[config.mk]
export PLATFORM = sky130hd
export DESIGN_NAME = scs_clock_switch
export DESIGN_NICKNAME = d
export VERILOG_FILES = /design/src/hdl/scs_pkg.sv /design/src/hdl/scs_clock_switch.sv /design/src/hdl/scs_edge_sync.sv
export SDC_FILE = /design/constraint.sdc
export NUM_CORES = 1
export LEC_CHECK = 0
export ABC_AREA = 0
export BUFFER_PORTS_ARGS = -buffer_cell sky130_fd_sc_hd__buf_2
export CORE_MARGIN = 4
export CORE_UTILIZATION = 58
export DETAILED_ROUTE_END_ITERATION = 12
export GPL_TIMING_DRIVEN = 0
export PLACE_DENSITY = 0.89
export SYNTH_ARGS = -nofsm -noshare
export SYNTH_HDL_FRONTEND = slang
export SYNTH_SLANG_ARGS = --single-unit
[constraint.sdc]
create_clock -name core_clk -period 3.3 [get_ports core_clk]
set_input_delay 0.33 -clock core_clk [delete_from_list [all_inputs] [get_ports core_clk]]
set_output_delay 0.33 -clock core_clk [all_outputs]
set_load 0.02 [all_outputs]
[src/hdl/scs_pkg.sv]
// Shared constants, types and helper functions for the system clock switch.
// Assumes a single 50 MHz core clock and synchronous oscillator edge pulses.
package scs_pkg;

  // ---------------------------------------------------------------
  // Register port
  // ---------------------------------------------------------------
  localparam int ADDR_W = 8;
  localparam int DATA_W = 8;
  localparam logic [ADDR_W-1:0] PROC_CLOCK_CTRL_ADDR = 8'hFB;
  localparam logic [ADDR_W-1:0] OSC_MODE_ADDR = 8'hF9;
  localparam logic [DATA_W-1:0] PROC_CLOCK_CTRL_RESET = 8'h04;
  localparam logic [DATA_W-1:0] OSC_MODE_RESET = 8'h00;
  localparam logic [DATA_W-1:0] READ_UNMAPPED = 8'h00;

  // ---------------------------------------------------------------
  // Field layout
  // ---------------------------------------------------------------
  localparam int MAIN_OSC_STOP_BIT = 7;
  localparam int FEEDBACK_OFF_BIT = 6;
  localparam int SOURCE_STATUS_BIT = 5;
  localparam int CLOCK_SELECT_BIT = 4;
  localparam int DIV_MSB = 2;
  localparam int DIV_LSB = 0;
  localparam int MAIN_UNDIVIDED_BIT = 0;
  localparam logic [2:0] DIV_SLOWEST = 3'h4;

  // ---------------------------------------------------------------
  // Timing
  // ---------------------------------------------------------------
  localparam int STAB_OSC_PERIODS = 131072;
  localparam logic [1:0] STRETCH_FX_PERIODS = 2'h2;
  localparam int WAIT_W = 7;
  localparam logic [WAIT_W-1:0] WAIT_M2M_BASE = 7'h10;
  localparam logic [WAIT_W-1:0] WAIT_FROM_SUB = 7'h01;
  localparam logic [WAIT_W-1:0] WAIT_M2S_E0 = 7'h4D;
  localparam logic [WAIT_W-1:0] WAIT_M2S_E1 = 7'h27;
  localparam logic [WAIT_W-1:0] WAIT_M2S_E2 = 7'h14;
  localparam logic [WAIT_W-1:0] WAIT_M2S_E3 = 7'h0A;
  localparam logic [WAIT_W-1:0] WAIT_M2S_E4 = 7'h05;
  localparam logic [WAIT_W-1:0] WAIT_M2S_E5 = 7'h03;

  // ---------------------------------------------------------------
  // Types
  // ---------------------------------------------------------------
  typedef struct packed {
    logic main_osc_stop;
    logic sub_osc_feedback_off;
    logic cpu_clock_source_status;
    logic clock_select;
    logic zero;
    logic [2:0] divider;
  } scs_pcc_s;

  typedef enum logic [3:0] {
    ST_STAB = 4'h1,
    ST_RUN = 4'h2,
    ST_HALT = 4'h4,
    ST_STOP = 4'h8
  } scs_state_e;

  // Prohibited divider codes behave as the slowest legal one
  function automatic logic [2:0] scs_clamp_div(input logic [2:0] div);
    return (div > DIV_SLOWEST) ? DIV_SLOWEST : div;
  endfunction

  // Mask of fxx counts per CPU clock period for a divider code
  function automatic logic [3:0] scs_div_mask(input logic [2:0] div);
    logic [4:0] full;
    full = (5'h01 << scs_clamp_div(div)) - 5'h01;
    return full[3:0];
  endfunction

  // Old-clock instructions to wait before the new setting takes over
  function automatic logic [WAIT_W-1:0] scs_switch_wait(input logic old_sub,
                                                        input logic new_sub,
                                                        input logic main_undivided_select,
                                                        input logic [2:0] old_div);
    logic [2:0] e;
    e = scs_clamp_div(old_div) + (main_undivided_select ? 3'h0 : 3'h1);
    if (old_sub) begin
      return WAIT_FROM_SUB;
    end else if (!new_sub) begin
      return WAIT_M2M_BASE >> scs_clamp_div(old_div);
    end
    case (e)
      3'h0: return WAIT_M2S_E0;
      3'h1: return WAIT_M2S_E1;
      3'h2: return WAIT_M2S_E2;
      3'h3: return WAIT_M2S_E3;
      3'h4: return WAIT_M2S_E4;
      default: return WAIT_M2S_E5;
    endcase
  endfunction

endpackage

[src/hdl/scs_clock_switch.sv]
// System clock switch control: CPU clock source and divider selection,
// oscillator stop and restart, standby modes and peripheral clock gating.
// Assumes oscillator outputs arrive as pins; all clocks leave as tick pulses.
//
// Added by the designer: the placing of the registers and the address-and-strobe port.
`timescale 1ns/100ps

module scs_clock_switch
  import scs_pkg::*;
#(
  parameter int STAB_PERIODS = STAB_OSC_PERIODS
) (
  input wire logic core_clk,
  input wire logic resetn,
  input wire logic [ADDR_W-1:0] reg_addr,
  input wire logic [DATA_W-1:0] reg_wdata,
  input wire logic reg_wr,
  input wire logic reg_rd,
  output logic [DATA_W-1:0] reg_rdata,
  input wire logic main_osc_pin,
  input wire logic sub_osc_pin,
  input wire logic stop_req,
  input wire logic halt_req,
  input wire logic wake_req,
  output logic main_osc_en,
  output logic sub_osc_feedback_off,
  output logic cpu_clock_source_status,
  output logic cpu_running,
  output logic cpu_clk_tick,
  output logic instr_tick,
  output logic periph_main_tick,
  output logic periph_sub_tick,
  output logic wdt_count_en
);

  // ---------------------------------------------------------------
  // Oscillator edges
  // ---------------------------------------------------------------
  logic fx_rise, fxt_rise;

  scs_edge_sync u_fx_sync (
    .core_clk(core_clk),
    .resetn(resetn),
    .pin(main_osc_pin),
    .rise(fx_rise)
  );

  scs_edge_sync u_fxt_sync (
    .core_clk(core_clk),
    .resetn(resetn),
    .pin(sub_osc_pin),
    .rise(fxt_rise)
  );

  // ---------------------------------------------------------------
  // Registers and state
  // ---------------------------------------------------------------
  scs_pcc_s pcc_q, pcc_d;
  logic mcs_q, mcs_d;
  logic [DATA_W-1:0] rdata_q, rdata_d;
  scs_state_e state_q, state_d;
  logic [17:0] stab_q, stab_d;
  logic osc_en_q, osc_en_d;
  logic active_sub_q, active_sub_d;
  logic [2:0] active_div_q, active_div_d;
  logic pending_q, pending_d;
  logic [WAIT_W-1:0] wait_q, wait_d;
  logic [1:0] stretch_q, stretch_d;
  logic fxx_ph_q, fxx_ph_d;
  logic [3:0] main_cnt_q, main_cnt_d;
  logic sub_ph_q, sub_ph_d;
  logic instr_ph_q, instr_ph_d;

  logic wr_pcc, wr_oscillator_mode_select, fx_live, fxx_tick, main_cpu_tick, sub_cpu_tick;
  logic cpu_tick_raw, run_tick, apply_switch;
  scs_pcc_s wr_val;

  assign wr_pcc = reg_wr && (reg_addr == PROC_CLOCK_CTRL_ADDR);
  assign wr_oscillator_mode_select = reg_wr && (reg_addr == OSC_MODE_ADDR);
  assign wr_val = scs_pcc_s'(reg_wdata);

  // ---------------------------------------------------------------
  // Clock derivation
  // ---------------------------------------------------------------
  always_comb begin
    fx_live = fx_rise && osc_en_q;
    // Edges swallowed after a mode write, so the main clock stretches
    fxx_tick = fx_live && (stretch_q == 2'h0) && (mcs_q || fxx_ph_q);
    main_cpu_tick = fxx_tick &&
                    ((main_cnt_q & scs_div_mask(active_div_q))
                     == scs_div_mask(active_div_q));
    sub_cpu_tick = fxt_rise && sub_ph_q;
    // Divider field plays no part on the sub path
    cpu_tick_raw = active_sub_q ? sub_cpu_tick : main_cpu_tick;
    run_tick = cpu_tick_raw && (state_q == ST_RUN);
    apply_switch = pending_q && run_tick && instr_ph_q && (wait_q <= WAIT_FROM_SUB);
  end

  assign cpu_clk_tick = run_tick;
  assign instr_tick = run_tick && instr_ph_q;
  assign periph_main_tick = fxx_tick;
  assign periph_sub_tick = fxt_rise;
  assign wdt_count_en = !active_sub_q && (state_q != ST_STOP);
  assign cpu_running = (state_q == ST_RUN);
  assign main_osc_en = osc_en_q;
  assign sub_osc_feedback_off = pcc_q.sub_osc_feedback_off;
  assign cpu_clock_source_status = active_sub_q;
  assign reg_rdata = rdata_q;

  always_comb begin
    stretch_d = stretch_q;
    if (wr_oscillator_mode_select) begin
      stretch_d = STRETCH_FX_PERIODS;
    end else if (fx_live && (stretch_q != 2'h0)) begin
      stretch_d = stretch_q - 2'h1;
    end
    fxx_ph_d = fxx_ph_q;
    if (fx_live && (stretch_q == 2'h0)) begin
      fxx_ph_d = !fxx_ph_q;
    end
    main_cnt_d = main_cnt_q;
    sub_ph_d = sub_ph_q;
    instr_ph_d = instr_ph_q;
    if (fxx_tick) begin
      main_cnt_d = main_cnt_q + 4'h1;
    end
    if (fxt_rise) begin
      sub_ph_d = !sub_ph_q;
    end
    if (run_tick) begin
      instr_ph_d = !instr_ph_q;
    end
    // Main divider count and instruction phase restart at the switch point; the sub phase runs on
    if (apply_switch) begin
      main_cnt_d = 4'h0;
      instr_ph_d = 1'b0;
    end
  end

  always_ff @(posedge core_clk or negedge resetn) begin
    if (!resetn) begin
      stretch_q <= 2'h0;
      fxx_ph_q <= 1'b0;
      main_cnt_q <= 4'h0;
      sub_ph_q <= 1'b0;
      instr_ph_q <= 1'b0;
    end else begin
      stretch_q <= stretch_d;
      fxx_ph_q <= fxx_ph_d;
      main_cnt_q <= main_cnt_d;
      sub_ph_q <= sub_ph_d;
      instr_ph_q <= instr_ph_d;
    end
  end

  // ---------------------------------------------------------------
  // Register file
  // ---------------------------------------------------------------
  always_comb begin
    pcc_d = pcc_q;
    mcs_d = mcs_q;
    if (wr_pcc) begin
      pcc_d = wr_val;
      pcc_d.zero = 1'b0;
      pcc_d.cpu_clock_source_status = 1'b0;
    end
    if (wr_oscillator_mode_select) begin
      mcs_d = reg_wdata[MAIN_UNDIVIDED_BIT];
    end
    rdata_d = READ_UNMAPPED;
    if (reg_rd && (reg_addr == PROC_CLOCK_CTRL_ADDR)) begin
      rdata_d = pcc_q;
      rdata_d[SOURCE_STATUS_BIT] = active_sub_q;
    end else if (reg_rd && (reg_addr == OSC_MODE_ADDR)) begin
      rdata_d = OSC_MODE_RESET;
      rdata_d[MAIN_UNDIVIDED_BIT] = mcs_q;
    end
  end

  always_ff @(posedge core_clk or negedge resetn) begin
    if (!resetn) begin
      pcc_q <= scs_pcc_s'(PROC_CLOCK_CTRL_RESET);
      mcs_q <= OSC_MODE_RESET[MAIN_UNDIVIDED_BIT];
      rdata_q <= READ_UNMAPPED;
    end else begin
      pcc_q <= pcc_d;
      mcs_q <= mcs_d;
      rdata_q <= rdata_d;
    end
  end

  // ---------------------------------------------------------------
  // Delayed switchover
  // ---------------------------------------------------------------
  always_comb begin
    active_sub_d = active_sub_q;
    active_div_d = active_div_q;
    pending_d = pending_q;
    wait_d = wait_q;
    if (wr_pcc) begin
      // Latest write restarts the wait, counted on the clock still in use
      pending_d = (wr_val.clock_select != active_sub_q) ||
                  (wr_val.divider != active_div_q);
      wait_d = scs_switch_wait(active_sub_q, wr_val.clock_select,
                               mcs_q, active_div_q);
    end else if (apply_switch) begin
      active_sub_d = pcc_q.clock_select;
      active_div_d = pcc_q.divider;
      pending_d = 1'b0;
    end else if (pending_q && run_tick && instr_ph_q) begin
      wait_d = wait_q - WAIT_FROM_SUB;
    end
  end

  always_ff @(posedge core_clk or negedge resetn) begin
    if (!resetn) begin
      active_sub_q <= 1'b0;
      active_div_q <= DIV_SLOWEST;
      pending_q <= 1'b0;
      wait_q <= WAIT_FROM_SUB;
    end else begin
      active_sub_q <= active_sub_d;
      active_div_q <= active_div_d;
      pending_q <= pending_d;
      wait_q <= wait_d;
    end
  end

  // ---------------------------------------------------------------
  // Oscillator and standby control
  // ---------------------------------------------------------------
  always_comb begin
    state_d = state_q;
    stab_d = stab_q;
    case (state_q)
      ST_STAB: begin
        if (fx_live) begin
          stab_d = stab_q + 18'h1;
        end
        if (fx_live && (stab_q == 18'(STAB_PERIODS - 1))) begin
          state_d = ST_RUN;
          stab_d = 18'h0;
        end
      end
      ST_RUN: begin
        // STOP only on the main clock; the sub path has no stop at all
        if (stop_req && !active_sub_q) begin
          state_d = ST_STOP;
        end else if (halt_req) begin
          state_d = ST_HALT;
        end
      end
      ST_HALT: begin
        if (wake_req) begin
          state_d = ST_RUN;
        end
      end
      ST_STOP: begin
        if (wake_req) begin
          state_d = ST_STAB;
          stab_d = 18'h0;
        end
      end
      default: begin
        state_d = ST_STAB;
        stab_d = 18'h0;
      end
    endcase
    // Stop bit waits until the CPU has really moved to the sub clock
    osc_en_d = (state_d != ST_STOP) && !(pcc_q.main_osc_stop && active_sub_q);
  end

  always_ff @(posedge core_clk or negedge resetn) begin
    if (!resetn) begin
      state_q <= ST_STAB;
      stab_q <= 18'h0;
      osc_en_q <= 1'b0;
    end else begin
      state_q <= state_d;
      stab_q <= stab_d;
      osc_en_q <= osc_en_d;
    end
  end

endmodule

[src/hdl/scs_edge_sync.sv]
// Three-stage synchroniser with a filtered rising-edge pulse.
// Assumes the pin toggles well below half the core clock rate.
`timescale 1ns/100ps
module scs_edge_sync (
  input wire logic core_clk,
  input wire logic resetn,
  input wire logic pin,
  output logic rise
);

  logic s1_q, s2_q, s3_q, lvl_q;
  logic lvl_d;

  // A level counts only once stages two and three agree
  always_comb begin
    lvl_d = (s2_q == s3_q) ? s3_q : lvl_q;
    rise = (s2_q == s3_q) && s3_q && !lvl_q;
  end

  always_ff @(posedge core_clk or negedge resetn) begin
    if (!resetn) begin
      s1_q <= 1'b0;
      s2_q <= 1'b0;
      s3_q <= 1'b0;
      lvl_q <= 1'b0;
    end else begin
      s1_q <= pin;
      s2_q <= s1_q;
      s3_q <= s2_q;
      lvl_q <= lvl_d;
    end
  end

endmodule

==> results.txt <==
----------------------------------------------------
[CTS]
  Root Buffer Master ... sky130_fd_sc_hd__clkbuf_8
  Post-CTS Setup Inserts ... 0
  Number of buffers inserted during clock tree synthesis ... 9
  TritonCTS clock tree ... yes
  Clock-pin transition on the worst setup and hold timing paths ... around 70 ps
  Number of resized instances in the post-cts repair step ... 0
  Number of buffers inserted for hold repair after clock tree synthesis ... 0
  Largest buffer count on any clock path ... 2
  Clock sinks ... 66
  H-tree levels ... 3
  Source-to-sink clock delay at the later pin of the worst-skew pair ... approximately 350 ps

[Floorplan]
  Die Y ... around 85 µm
  Initial core utilization ... 0.610
  Area of the die ... slightly above 0.007 mm²
  Number of placement rows ... 27
  Width of the die ... roughly 85 µm
  # IOs ... 42
  Floorplan core area ... between 0.005 and 0.006 mm²

[Global routing]
  Number of antenna violations at the first check in global routing ... 0
  Largest net degree at the start of global routing ... 67
  Total global-route track usage ... 0.215
  Grt total ovfl ... 0
  Wire length of the first global-routing pass ... approximately 12000 µm
  Number of global-route vias before repair ... roughly 2700

[Yosys]
  Synthesized cell area ... between 0.003 and 0.004 mm²
  Number of enable flip-flop cells after synthesis ... 0
  Predominant post-synthesis flop cell ... sky130_fd_sc_hd__dfrtp_1
  Post-Synthesis Mean Instance Area ... 9.94 µm²
  Total of warnings raised by yosys ... 0
  FF+latch count, synth ... 66
  Sequential element share of the synthesized area ... 0.485
  Gate Count Post-Synth ... 344
  Async set or reset register ratio after synthesis ... 1.00
  Number of distinct library cells after synthesis ... 52
  Number of nets in the synthesized netlist ... about 380

[Routing]
  Met2 wire length ... between 3000 and 4000 µm
  Highest routed layer ... met4
  Detailed router's first-iteration violation count ... 215
  Count of vias placed by the detailed router ... roughly 2800
  Via-per-instance ratio ... slightly below 6
  Average detailed-routed wire length per instance ... ~16 µm
  Total Wirelength ... approximately 7300 µm
  DR pass1 iterations ... 5
  Antenna viol nets, final ... 0
  Met3 wire len ... between 400 and 500 µm
  Routed metal-1 wirelength ... 3080 µm
  DRC violation count after routing ... 0

[Run]
  Max Cap Violations ... 0

[Place]
  Standard cell area after detailed placement ... roughly 0.0037 mm²
  Post-Place Setup Slack ... about 690 ps
  Routability congestion estimate from global placement ... between 0.8 and 0.9
  Detailed placer's ending HPWL ... 5170 µm
  PortBufs ... 38

[Setup path]
  Worst path required time ... ~3600 ps
  Crit path arrival time ... around 2900 ps
  Worst Path Max Fanout ... 8
  Endpoint class of the critical path ... register
  Classification of the worst setup path ... register to register
  CP Launch Type ... register

[Timing]
  Worst hold-check slack ... 81.3 ps
  Pins over their slew limit ... 0
  Worst slew margin ... 0.459
  Fin Clk Skew ... ~10 ps
  Crit share post-route ... 0.791
  Transition time of the tightest slew-check pin ... 812 ps
  RSZ-0062 raised after global routing ... false
  Number of hold violations in the final report ... 0
  Worst Setup Slack, final ... approximately 690 ps
  Minimum period implied by the final worst setup slack ... about 2600 ps
  Maximum clock frequency ... roughly 380 MHz
  Endpoints failing setup ... 0
  Sum of negative setup slack ... 0 ps

[Final layout]
  Antenna cells ... 0
  Post-synthesis to final-layout area growth ... 13.7%
  Post-layout instance area ... 0.00389 mm²
  Ratio of cells with drive above 1 in the final layout ... 0.216
  Fin util ... 0.693
  Final net count ... between 400 and 500
  Fill cells ... between 400 and 500

[Hold path]
  Hold Path Class ... input pin to asynchronous set/reset pin

[Power]
  Ratio of total power to cell area ... around 480 mW/mm²
  Highest ir drop seen on vdd ... about 0.37 mV
  Leakage power summed over all cells ... 1.80 nW

[Status]
  Outcome ... finished clean

----------------------------------------------------
[final timing paths]
kind / start / cells after the start / endpoint / slack [ps]
worst max-delay path: stretch_q[0] / 9 / wait_q[3] / 690
worst min-delay path: resetn / 1 / stab_q[9] / 80
worst max register to register: stretch_q[0] / 9 / wait_q[3] / 690
worst min register to register: u_fx_sync.s1_q / 0 / u_fx_sync.s2_q / 350
max in group asynchronous: resetn / 1 / reg_rdata[1] / 2700
min in group core_clk: sub_osc_pin / 1 / u_fxt_sync.s1_q / 90
[critical path, stage by stage, from the launching register on]
cell	delay, ps
sky130_fd_sc_hd__dfrtp_1	390
sky130_fd_sc_hd__inv_1	60
sky130_fd_sc_hd__ha_1	190
sky130_fd_sc_hd__o21ai_0	170
sky130_fd_sc_hd__nor2_4	210
sky130_fd_sc_hd__a31oi_4	160
sky130_fd_sc_hd__or4_1	490
sky130_fd_sc_hd__buf_2	160
sky130_fd_sc_hd__or4b_1	510
sky130_fd_sc_hd__a31oi_1	180
[layout make-up]
| class | count | area [µm²] | share of cell area |
|---|---|---|---|
| buffer | 11 | 66.3 | 0.0171 |
| clock buffer | 10 | 128 | 0.0328 |
| clock inverter | 6 | 57.6 | 0.0148 |
| inverter | 18 | 67.6 | 0.0174 |
| multi-input combinational | 249 | 1630 | 0.419 |
| sequential | 66 | 1660 | 0.426 |
| tap | 72 | 90.1 | 0.0232 |
| timing repair buffer | 38 | 193 | 0.0496 |
[per-layer routing]
layer	GRT usage	vias up
met5	0	-
li1	-	1309
met2	0.352	100
met3	0.0422	20
met1	0.271	1339
met4	0.109	0
[where the power goes]
| part | leakage, nW | total [mW] | internal, mW | switching, mW |
|---|---|---|---|---|
| clock | 0.0958 | 0.648 | 0.343 | 0.305 |
| sequential | 0.824 | 0.961 | 0.889 | 0.0721 |
| combinational | 0.877 | 0.239 | 0.109 | 0.130 |
| total | 1.80 | 1.85 | 1.34 | 0.507 |
[kinds of logic (layout without fill, tap and decap cells)]
group / count (synthesis) / count (layout) / synth area share
XOR/XNOR: 26 / 26 / 0.0666
other: 1 / 1 / 0.00110
flip-flops: 66 / 66 / 0.485
buffers and inverters: 29 / 83 / 0.0392
AND/OR/NAND/NOR: 146 / 146 / 0.229
adder cells (fa/ha/maj): 10 / 10 / 0.0366
multiplexers: 15 / 15 / 0.0483
AO/OA/AOI/OAI: 51 / 51 / 0.0948
[Yosys cell counts, types with 5 or more instances]
library cell	instances	area share
sky130_fd_sc_hd__ha_1	10	0.037
sky130_fd_sc_hd__nor3_1	16	0.023
sky130_fd_sc_hd__xnor2_1	14	0.036
sky130_fd_sc_hd__dfrtp_1	62	0.45
sky130_fd_sc_hd__nor2b_1	6	0.011
sky130_fd_sc_hd__and2_1	5	0.0092
sky130_fd_sc_hd__nand4_1	15	0.027
sky130_fd_sc_hd__a31oi_1	5	0.0092
sky130_fd_sc_hd__nand2_1	25	0.027
sky130_fd_sc_hd__xor2_1	12	0.031
sky130_fd_sc_hd__o21ai_0	17	0.025
sky130_fd_sc_hd__nor2_1	38	0.042
sky130_fd_sc_hd__clkbuf_1	5	0.0055
sky130_fd_sc_hd__nor4_1	6	0.011
sky130_fd_sc_hd__mux2_2	12	0.040
sky130_fd_sc_hd__nand3_1	14	0.020
sky130_fd_sc_hd__a21oi_1	14	0.020
sky130_fd_sc_hd__inv_1	18	0.020
[flip-flops by register name (all words and copies together), names as in the netlist, 2 cells and up]
register      flops
active_div_q      3
main_cnt_q        4
pcc_q             5
reg_rdata         7
stab_q           18
state_q           4
stretch_q         2
wait_q            7
[through the flow]
| step | instances | total power [mW] |
|---|---|---|
| after CTS | 470 | 1.86 |
| final | 470 | 1.85 |
| after global placement | 454 | 1.19 |
| after global routing | 470 | 1.95 |
| after floorplan | 344 | 1.13 |
| after detailed placement | 454 | 1.21 |
[layout by cell type (no fill, tap or decap), drive strengths merged, types with 2 or more instances in the layout]
cell type  synthesis  routed
and2               5       5
or4b               2       2
nor2b              6       6
nor4               7       7
nand4             15      15
mux2i              3       3
a31oi              6       6
inv               18      18
mux2              12      12
xnor2             14      14
xor2              12      12
o31ai              2       2
clkinv             0       4
o211ai             2       2
dfstp              4       4
nor3              17      17
a21oi             14      14
nand2             25      25
nand3             14      14
nor3b              5       5
dfrtp             62      62
nand3b             2       2
buf                6      44
clkbuf             5      15
ha                10      10
or2                3       3
o21ai             17      17
nor2              39      39
a21o               2       2
Power figures use the tool's default switching activity.
